### src/design/fcss_pkg.sv
package fcss_pkg;

  ////////////////////////////////////////////////////////////////////////////////
  // register port geometry
  localparam int unsigned ADDR_W = 3;
  localparam int unsigned DATA_W = 8;

  localparam logic [ADDR_W-1:0] OFS_CTRL1  = 3'h0;
  localparam logic [ADDR_W-1:0] OFS_CTRL2  = 3'h1;
  localparam logic [ADDR_W-1:0] OFS_TRIM   = 3'h2;
  localparam logic [ADDR_W-1:0] OFS_STATUS = 3'h3;

  ////////////////////////////////////////////////////////////////////////////////
  // control 1 fields
  localparam int unsigned CLK_SRC_LSB      = 6;
  localparam int unsigned REF_DIV_LSB      = 3;
  localparam int unsigned INT_REF_SEL_BIT  = 2;
  localparam int unsigned INT_CLK_EN_BIT   = 1;
  localparam int unsigned INT_STOP_EN_BIT  = 0;
  // control 2 fields
  localparam int unsigned BUS_DIV_LSB      = 6;
  localparam int unsigned FREQ_RANGE_BIT   = 5;
  localparam int unsigned HIGH_GAIN_BIT    = 4;
  localparam int unsigned LOW_POWER_BIT    = 3;
  localparam int unsigned EXT_OSC_SEL_BIT  = 2;
  localparam int unsigned EXT_CLK_EN_BIT   = 1;
  localparam int unsigned EXT_STOP_EN_BIT  = 0;
  // status / control fields
  localparam int unsigned DCO_RANGE_LSB    = 6;
  localparam int unsigned DCO_MAX_BIT      = 5;
  localparam int unsigned INT_REF_ST_BIT   = 4;
  localparam int unsigned CLK_ST_LSB       = 2;
  localparam int unsigned LOCK_BIT         = 1;
  localparam int unsigned FINE_TRIM_BIT    = 0;

  ////////////////////////////////////////////////////////////////////////////////
  // reset values
  localparam logic [DATA_W-1:0] CTRL1_RST  = 8'h04;
  localparam logic [DATA_W-1:0] CTRL2_RST  = 8'h40;
  localparam logic [DATA_W-1:0] TRIM_RST   = 8'h80;
  localparam logic [DATA_W-1:0] STATUS_RST = 8'h00;

  localparam logic [1:0] CLK_SRC_LOOP = 2'h0;
  localparam logic [1:0] CLK_SRC_IREF = 2'h1;
  localparam logic [1:0] CLK_SRC_EREF = 2'h2;
  localparam logic [1:0] DCO_RANGE_LOW = 2'h0;

  localparam logic [11:0] FLL_FACTOR_STD = 12'h200;
  localparam logic [11:0] FLL_FACTOR_MAX = 12'h260;

  typedef enum logic [2:0] {
    MODE_ENG_INT,
    MODE_ENG_EXT,
    MODE_BYP_INT,
    MODE_BYP_INT_LP,
    MODE_BYP_EXT,
    MODE_BYP_EXT_LP,
    MODE_STOP
  } fcss_mode_t;

  typedef struct packed {
    logic                wr;
    logic                rd;
    logic [ADDR_W-1:0]   addr;
    logic [DATA_W-1:0]   wdata;
  } fcss_bus_req_t;

  typedef struct packed {
    logic high_gain_select;
    logic freq_range;
    logic ext_ref_osc_select;
    logic ext_ref_clock_enable;
    logic ext_ref_stop_enable;
  } fcss_osc_ctrl_t;

endpackage

### src/design/fcss_top.sv
// Operation
// - loop multiplies reference by 512 or 608
// - range select writes never change frequency
// - two-bit bus divider gives 1,2,4,8
// - reset comes up in engaged-internal mode
// - debug clock is oscillator divided by two
// - seven operating modes are implemented
// - engaged internal: loop output, loop debug clock
// - loop reference internal or external selectable
// - system source: loop, internal or external
// - external reference divided before feeding loop
// - nine internal reference trim bits held
// - five control outputs to crystal oscillator
// - option bit raises factor for 32768 Hz
// - engaged external: loop output, loop debug clock
// - low-power bypass: loop off, no debug clock
// - stop: no clocks, references enabled if configured
// - bus divider resets to divide by two
//
// The register addresses and the strobed register port were decided locally.
`timescale 1ns/1ps
module fcss_top
  import fcss_pkg::*;
#(
  parameter int unsigned          ACC_W   = 16,
  parameter logic [ACC_W-1:0]     FW_RST  = 16'h0400,
  parameter int unsigned          GAIN_SH = 4
) (
  // clock and reset
  input  wire logic               clk_i,
  input  wire logic               rstn_i,
  // register port
  input  wire fcss_bus_req_t      bus_i,
  output logic [DATA_W-1:0]       rdata_o,
  // reference clocks and system state
  input  wire logic               int_ref_clk_i,
  input  wire logic               ext_ref_clk_i,
  input  wire logic               stop_req_i,
  input  wire logic               debug_active_i,
  // clock outputs
  output logic                    bus_tick_o,
  output logic                    debug_clk_o,
  output logic                    fll_locked_o,
  output fcss_mode_t              mode_o,
  // reference and oscillator control
  output logic                    int_ref_enable_o,
  output logic [8:0]              int_trim_o,
  output fcss_osc_ctrl_t          osc_ctrl_o
);

  localparam int unsigned SW = ACC_W + 2;
  localparam logic [ACC_W-1:0] FW_MAX = {ACC_W{1'b1}};

  function automatic logic [10:0] ref_div_ratio(input logic [2:0] sel, input logic range);
    logic [10:0] r;
    r = 11'h001 << sel;
    if (range)
    begin
      r = (sel > 3'h5) ? 11'h400 : (11'h020 << sel);
    end
    return r;
  endfunction

  function automatic logic [3:0] bus_div_ratio(input logic [1:0] sel);
    return 4'h1 << sel;
  endfunction

  ////////////////////////////////////////////////////////////////////////////////
  // registers
  logic [DATA_W-1:0]  ctrl1_ff;
  logic [DATA_W-1:0]  ctrl2_ff;
  logic [DATA_W-1:0]  trim_ff;
  logic [DATA_W-1:0]  status_ff;
  fcss_mode_t         mode_ff;
  logic               locked_ff;

  always_ff @(posedge clk_i or negedge rstn_i)
  begin
    if (!rstn_i)
    begin
      ctrl1_ff  <= CTRL1_RST;
      ctrl2_ff  <= CTRL2_RST;
      trim_ff   <= TRIM_RST;
      status_ff <= STATUS_RST;
    end
    else if (bus_i.wr)
    begin
      unique case (bus_i.addr)
        OFS_CTRL1:  ctrl1_ff  <= bus_i.wdata;
        OFS_CTRL2:  ctrl2_ff  <= bus_i.wdata;
        OFS_TRIM:   trim_ff   <= bus_i.wdata;
        OFS_STATUS: status_ff <= bus_i.wdata;
        default:    ;
      endcase
    end
  end

  wire logic [1:0] clk_src     = ctrl1_ff[CLK_SRC_LSB+:2];
  wire logic [2:0] ref_div_sel = ctrl1_ff[REF_DIV_LSB+:3];
  wire logic       int_ref_sel = ctrl1_ff[INT_REF_SEL_BIT];
  wire logic       low_power   = ctrl2_ff[LOW_POWER_BIT];
  wire logic       dco_max     = status_ff[DCO_MAX_BIT];

  logic [DATA_W-1:0] rd_val;
  logic [1:0]        clk_st;

  always_comb
  begin
    clk_st = CLK_SRC_LOOP;
    if (mode_ff == MODE_BYP_INT || mode_ff == MODE_BYP_INT_LP)
    begin
      clk_st = CLK_SRC_IREF;
    end
    else if (mode_ff == MODE_BYP_EXT || mode_ff == MODE_BYP_EXT_LP)
    begin
      clk_st = CLK_SRC_EREF;
    end
    rd_val = '0;
    unique case (bus_i.addr)
      OFS_CTRL1: rd_val = ctrl1_ff;
      OFS_CTRL2: rd_val = ctrl2_ff;
      OFS_TRIM:  rd_val = trim_ff;
      OFS_STATUS:
      begin
        rd_val[DCO_RANGE_LSB+:2] = DCO_RANGE_LOW;
        rd_val[DCO_MAX_BIT]      = dco_max;
        rd_val[INT_REF_ST_BIT]   = int_ref_sel;
        rd_val[CLK_ST_LSB+:2]    = clk_st;
        rd_val[LOCK_BIT]         = locked_ff;
        rd_val[FINE_TRIM_BIT]    = status_ff[FINE_TRIM_BIT];
      end
      default:   rd_val = '0;
    endcase
  end

  always_ff @(posedge clk_i or negedge rstn_i)
  begin
    if (!rstn_i)
    begin
      rdata_o <= '0;
    end
    else
    begin
      rdata_o <= bus_i.rd ? rd_val : '0;
    end
  end

  ////////////////////////////////////////////////////////////////////////////////
  // reference synchronisers and edge detect
  logic [2:0] iref_sync_ff;
  logic [2:0] eref_sync_ff;

  always_ff @(posedge clk_i or negedge rstn_i)
  begin
    if (!rstn_i)
    begin
      iref_sync_ff <= '0;
      eref_sync_ff <= '0;
    end
    else
    begin
      iref_sync_ff <= {iref_sync_ff[1:0], int_ref_clk_i};
      eref_sync_ff <= {eref_sync_ff[1:0], ext_ref_clk_i};
    end
  end

  wire logic iref_tick = iref_sync_ff[1] & ~iref_sync_ff[2];
  wire logic eref_tick = eref_sync_ff[1] & ~eref_sync_ff[2];

  // external reference divider
  logic [10:0] ref_cnt_ff;
  logic        eref_div_tick;
  wire logic [10:0] ref_ratio = ref_div_ratio(ref_div_sel, ctrl2_ff[FREQ_RANGE_BIT]);

  assign eref_div_tick = eref_tick && (ref_cnt_ff >= ref_ratio - 11'h001);

  always_ff @(posedge clk_i or negedge rstn_i)
  begin
    if (!rstn_i)
    begin
      ref_cnt_ff <= '0;
    end
    else if (eref_tick)
    begin
      ref_cnt_ff <= eref_div_tick ? 11'h000 : ref_cnt_ff + 11'h001;
    end
  end

  ////////////////////////////////////////////////////////////////////////////////
  // mode decode
  fcss_mode_t nxt_mode;

  always_comb
  begin
    nxt_mode = MODE_ENG_INT;
    if (stop_req_i)
    begin
      nxt_mode = MODE_STOP;
    end
    else if (clk_src == CLK_SRC_IREF)
    begin
      nxt_mode = (low_power && !debug_active_i) ? MODE_BYP_INT_LP : MODE_BYP_INT;
    end
    else if (clk_src == CLK_SRC_EREF)
    begin
      nxt_mode = (low_power && !debug_active_i) ? MODE_BYP_EXT_LP : MODE_BYP_EXT;
    end
    else
    begin
      nxt_mode = int_ref_sel ? MODE_ENG_INT : MODE_ENG_EXT;
    end
  end

  always_ff @(posedge clk_i or negedge rstn_i)
  begin
    if (!rstn_i)
    begin
      mode_ff <= MODE_ENG_INT;
    end
    else
    begin
      mode_ff <= nxt_mode;
    end
  end

  wire logic loop_en = (mode_ff != MODE_STOP) && (mode_ff != MODE_BYP_INT_LP)
                       && (mode_ff != MODE_BYP_EXT_LP);

  ////////////////////////////////////////////////////////////////////////////////
  // frequency-locked loop
  logic [ACC_W-1:0]     acc_ff;
  logic [ACC_W-1:0]     fw_ff;
  logic [11:0]          dco_cnt_ff;
  logic [ACC_W:0]       acc_sum;
  logic                 dco_tick;
  logic                 loop_ref_tick;
  logic [11:0]          target;
  logic signed [12:0]   err;
  logic signed [SW-1:0] fw_sum;

  assign acc_sum       = {1'b0, acc_ff} + {1'b0, fw_ff};
  assign dco_tick      = loop_en & acc_sum[ACC_W];
  assign loop_ref_tick = int_ref_sel ? iref_tick : eref_div_tick;
  assign target        = dco_max ? FLL_FACTOR_MAX : FLL_FACTOR_STD;
  assign err           = $signed({1'b0, target}) - $signed({1'b0, dco_cnt_ff});
  assign fw_sum        = $signed({2'b00, fw_ff}) + (SW'(err) <<< GAIN_SH);

  always_ff @(posedge clk_i or negedge rstn_i)
  begin
    if (!rstn_i)
    begin
      acc_ff <= '0;
    end
    else
    begin
      acc_ff <= loop_en ? acc_sum[ACC_W-1:0] : '0;
    end
  end

  always_ff @(posedge clk_i or negedge rstn_i)
  begin
    if (!rstn_i)
    begin
      fw_ff      <= FW_RST;
      dco_cnt_ff <= '0;
      locked_ff  <= 1'b0;
    end
    else if (!loop_en)
    begin
      dco_cnt_ff <= '0;
      locked_ff  <= 1'b0;
    end
    else if (loop_ref_tick)
    begin
      dco_cnt_ff <= {11'h000, dco_tick};
      locked_ff  <= (err >= -13'sd1) && (err <= 13'sd1);
      if (fw_sum < $signed(SW'(1)))
      begin
        fw_ff <= {{(ACC_W-1){1'b0}}, 1'b1};
      end
      else if (fw_sum > $signed({2'b00, FW_MAX}))
      begin
        fw_ff <= FW_MAX;
      end
      else
      begin
        fw_ff <= fw_sum[ACC_W-1:0];
      end
    end
    else if (dco_tick && dco_cnt_ff != 12'hfff)
    begin
      dco_cnt_ff <= dco_cnt_ff + 12'h001;
    end
  end

  ////////////////////////////////////////////////////////////////////////////////
  // source select and bus divider
  logic       src_tick;
  logic [3:0] div_cnt_ff;
  wire logic [3:0] div_ratio = bus_div_ratio(ctrl2_ff[BUS_DIV_LSB+:2]);
  wire logic       div_hit   = src_tick && (div_cnt_ff >= div_ratio - 4'h1);

  always_comb
  begin
    unique case (mode_ff)
      MODE_ENG_INT, MODE_ENG_EXT:       src_tick = dco_tick;
      MODE_BYP_INT, MODE_BYP_INT_LP:    src_tick = iref_tick;
      MODE_BYP_EXT, MODE_BYP_EXT_LP:    src_tick = eref_tick;
      default:                          src_tick = 1'b0;
    endcase
  end

  always_ff @(posedge clk_i or negedge rstn_i)
  begin
    if (!rstn_i)
    begin
      div_cnt_ff <= '0;
      bus_tick_o <= 1'b0;
    end
    else
    begin
      bus_tick_o <= div_hit;
      if (src_tick)
      begin
        div_cnt_ff <= div_hit ? 4'h0 : div_cnt_ff + 4'h1;
      end
    end
  end

  // debug clock toggles per oscillator tick, held low while the loop is off
  always_ff @(posedge clk_i or negedge rstn_i)
  begin
    if (!rstn_i)
    begin
      debug_clk_o <= 1'b0;
    end
    else if (!loop_en)
    begin
      debug_clk_o <= 1'b0;
    end
    else if (dco_tick)
    begin
      debug_clk_o <= ~debug_clk_o;
    end
  end

  ////////////////////////////////////////////////////////////////////////////////
  // reference enables, trim and oscillator control
  wire logic in_stop  = (mode_ff == MODE_STOP);
  wire logic iref_use = int_ref_sel | (clk_src == CLK_SRC_IREF) | ctrl1_ff[INT_CLK_EN_BIT];
  wire logic eref_use = ~int_ref_sel | (clk_src == CLK_SRC_EREF) | ctrl2_ff[EXT_CLK_EN_BIT];

  always_ff @(posedge clk_i or negedge rstn_i)
  begin
    if (!rstn_i)
    begin
      int_ref_enable_o <= 1'b1;
      int_trim_o       <= '0;
      osc_ctrl_o       <= '0;
      fll_locked_o     <= 1'b0;
      mode_o           <= MODE_ENG_INT;
    end
    else
    begin
      int_ref_enable_o <= in_stop ? (ctrl1_ff[INT_CLK_EN_BIT] & ctrl1_ff[INT_STOP_EN_BIT])
                                  : iref_use;
      int_trim_o       <= {trim_ff, status_ff[FINE_TRIM_BIT]};
      osc_ctrl_o.high_gain_select     <= ctrl2_ff[HIGH_GAIN_BIT];
      osc_ctrl_o.freq_range           <= ctrl2_ff[FREQ_RANGE_BIT];
      osc_ctrl_o.ext_ref_osc_select   <= ctrl2_ff[EXT_OSC_SEL_BIT];
      osc_ctrl_o.ext_ref_clock_enable <= in_stop ? (ctrl2_ff[EXT_CLK_EN_BIT]
                                                    & ctrl2_ff[EXT_STOP_EN_BIT])
                                                 : eref_use;
      osc_ctrl_o.ext_ref_stop_enable  <= ctrl2_ff[EXT_STOP_EN_BIT];
      fll_locked_o     <= locked_ff;
      mode_o           <= mode_ff;
    end
  end

endmodule

### config.mk
export PLATFORM = sky130hd
export DESIGN_NAME = fcss_top
export DESIGN_NICKNAME = d
export VERILOG_FILES = /design/src/design/fcss_pkg.sv /design/src/design/fcss_top.sv
export SDC_FILE = /design/constraint.sdc
export NUM_CORES = 1
export LEC_CHECK = 0
export ABC_AREA = 1
export ABC_CLOCK_PERIOD_IN_PS = 3900
export BUFFER_PORTS_ARGS = -buffer_cell sky130_fd_sc_hd__buf_4
export CORE_MARGIN = 2
export CORE_UTILIZATION = 61
export CTS_CLUSTER_DIAMETER = 100
export DETAILED_ROUTE_END_ITERATION = 10
export GPL_ROUTABILITY_DRIVEN = 0
export PLACE_DENSITY = 0.8
export RECOVER_POWER = 50
export SLEW_MARGIN = 30
export SYNTH_ARGS = -nofsm -noshare
export SYNTH_HDL_FRONTEND = slang
export SYNTH_SLANG_ARGS = --single-unit
### constraint.sdc
create_clock -name clk_i -period 3.9 [get_ports clk_i]
set_input_delay 0.39 -clock clk_i [delete_from_list [all_inputs] [get_ports clk_i]]
set_output_delay 0.39 -clock clk_i [all_outputs]
set_load 0.005 [all_outputs]
==> metrics.yaml <==
status:
  status: "finished, violations left"
  failed_checks: "max-capacitance violations, max-slew violations"
die:
  boundaryPins: 48
  rows: 40
  die-area_sq_mm: 0.0129
  die_x_um: 114
  start_util_pct: 62.0
  die_h_um: 114
  core-area_sq_mm: 0.0119
finish:
  area_growth_syn_to_layout_pct: 15.4
  nNetsFinal: 1055
  mostFrequentLayoutCell: "nand2_1"
  final_cell_mix: "221 x nand2_1, 117 x dfrtp_1, 116 x inv_1"
  fin_util_pct: 71.5
  post-route-cell-area_sq_mm: 0.00848
  drive_gt1_share_pct: 14.1
  antenna_cells: 0
  fin_cells: 1141
routing:
  antenna_left: 0
  route.detailed.drc: 0
  wl_per_cell_um: 14.7
  drt_pre_antenna_iters: 5
  num_vias: 6348
  vias_per_cell: 5.56
  drt_iter0_markers: 438
  drt_wl_total_um: 16700
logic_synthesis:
  synth-main-ff-cell: "dfrtp_1"
  synth_edf_count: 0
  syn_area_sq_mm: 0.00735
  syn_inst: 921
  seq_area_frac_synth_pct: 41.6
  async_flop_share_pct: 100
  synth_nets: 995
  ys_ff_latch: 122
  ys_warn_count: 0
  syn_avg_cell_area_sq_um: 7.98
  synth.distinct_cells: 52
power:
  ir_worst_vdd_uv: 378
  clockPowerShare_pct: 27.3
  p_sw_share_pct: 41.3
  p_int_mw: 3.44
  p_switching_mw: 2.42
  leakage_nw: 4.39
  pwr-share-seq_pct: 30.3
  combPwrFrac_pct: 42.3
  total_power_mw: 5.85
  p_per_area_mw_per_mm2: 690
hold_path:
  worstHoldEndpoint: "iref_sync_ff[0]"
  holdCritStartpoint: "int_ref_clk_i"
  hp-class: "input port to register"
  hold_path_depth: 1
global_routing:
  grt_max_degree: 71
  grt_pass1_wl_um: 28800
  grt-ovfl-total: 0
  grt_antenna_before_repair: 0
  met2_usage_pct: 47.2
  use_met1_pct: 36.0
  grt_pass1_vias: 6171
  grt_use_total_pct: 28.0
  gr-usage-met3_pct: 5.05
  grt_busiest_layer: "met2"
worst_setup_path:
  path_max_fanout: 10
  arrival_ps: 3780
  cp-start-kind: "register"
  path_class: "register to register"
  rrSetupSlack_ps: 410
  r2r-end: "dco_cnt_ff[11]"
  worstPathRequired_ps: 4190
  cp-end-kind: "register"
  regToRegStartpoint: "ctrl1_ff[4]"
  reg2reg_depth: 21
clocking:
  cts_buffers: 17
  cts_max_path_buffers: 2
  path_clk_slew_ps: 60
  root_buffer: "clkbuf_16"
  clock_latency_ps: 420
  cts_tree: "yes"
  cts.sinks: 122
  cts_hold_buf: 0
  cts-htree-levels: 4
place:
  place_area_sq_mm: 0.00788
  placedCellCount: 1109
  port_buffers: 47
  dp_hpwl_um: 12300
sta:
  slew_headroom_pct: -88.5
  finalSetupTns_ps: 0
  fmax_mhz: 286
  period_minus_slack_ps: 3490
  setup_violations: 0
  hold_viol: 0
  finalMaxSlewViolations: 54
  rsz0062_at_grt: "false"
  worstMarginPinSlew_ps: 2830
  fin_skew_ps: 7.07
  min_period_over_period_pct: 89.5
flow_run:
  drv_cap: 1
[critical path, stage by stage, from the launching register on]
cell,delay (ps)
dfrtp_1,430
nor2_1,80
inv_1,100
nor2_1,50
nand2_1,90
ha_1,180
nand2_1,100
nor3b_2,230
nand2_1,80
nor2_1,200
mux2i_1,210
ha_1,280
a21oi_1,150
o21a_1,130
nand4_1,100
nand2_2,160
o21ai_2,120
nor2_2,170
buf_4,190
nand2_1,120
nand2_1,100
o21ai_1,80
[sequential cells by signal, summed over array words and instances (netlist names), 4 cells and up]
signal,count
acc_ff,16
ctrl1_ff,8
ctrl2_ff,8
dco_cnt_ff,12
div_cnt_ff,4
fw_ff,14
int_trim_o,9
osc_ctrl_o,5
rdata_o,8
ref_cnt_ff,11
trim_ff,8
[timing repair]
item	CTS	global route
resized for setup	0	4
setup endpoints to repair	0	11
setup buffers	0	0
hold endpoints to repair	0	0
[layout make-up]
cell class	count	area (sq um)
multi-input cells	662	3770
fillers	927	3380
flip-flops and latches	122	3060
inverters	127	484
clock buffers	17	425
repair buffers	51	375
well taps	147	184
clock inverters	15	178
[worst max path at each step]
stage	startpoint	end	slack, ps
floorplan	ctrl2_ff[5]	fw_ff[12]	850
global placement	ctrl1_ff[3]	dco_cnt_ff[11]	540
detailed placement	ctrl1_ff[4]	dco_cnt_ff[11]	410
CTS	ctrl1_ff[4]	dco_cnt_ff[11]	270
global route	ctrl1_ff[4]	dco_cnt_ff[11]	50
finish	ctrl1_ff[4]	dco_cnt_ff[11]	410
[cells by family (layout without fill, tap and decap cells)]
logic type	count (synthesis)	in the layout	synth area share (%)
mux	1	1	0.136
simple gates	412	412	25.4
xor+xnor	22	22	2.62
flops	122	122	41.6
compound gates	172	172	13.5
buf+inv	137	210	7.19
fa+ha+maj	55	55	9.57
[per-layer routing]
layer	vias to the layer above	part of all wire [%]
met3	37	4.6
met4	0	2.8
met5	-	0
met1	2963	44
li1	3166	-
met2	182	49
[power by group through the flow]
stage / registers (mW) / logic (mW) / clock network [mW]
after detailed placement: 1.79 / 2.43 / 0
after floorplan: 1.71 / 1.87 / 0
final: 1.78 / 2.48 / 1.60
after global placement: 1.78 / 2.38 / 0
after global routing: 1.81 / 2.84 / 1.67
after CTS: 1.77 / 2.46 / 1.61
[synth_stat cells, drive strengths merged (3+ instances only)]
cell,count,area [sq um]
nand4,15,100
nor2,83,329
o22ai,5,31.3
ha,53,663
a22o,3,26.3
dfstp,5,131
nor3,17,111
buf,6,31.3
xnor2,6,52.6
o21bai,3,22.5
a21oi,56,292
nand3,47,265
nand2,239,977
o21a,3,30.0
xor2,16,140
inv,127,482
dfrtp,117,2930
a221oi,6,52.6
clkbuf,4,15.0
o21ai,86,460
nand3b,4,30.0
[per-stage QoR]
stage,worst slack (ps),hold slack [ps]
floorplan,853,94.4
global placement,544,332
detailed placement,412,339
CTS,273,43.4
global route,45.9,88.8
finish,410,99.1
Power figures use the tool's default switching activity.
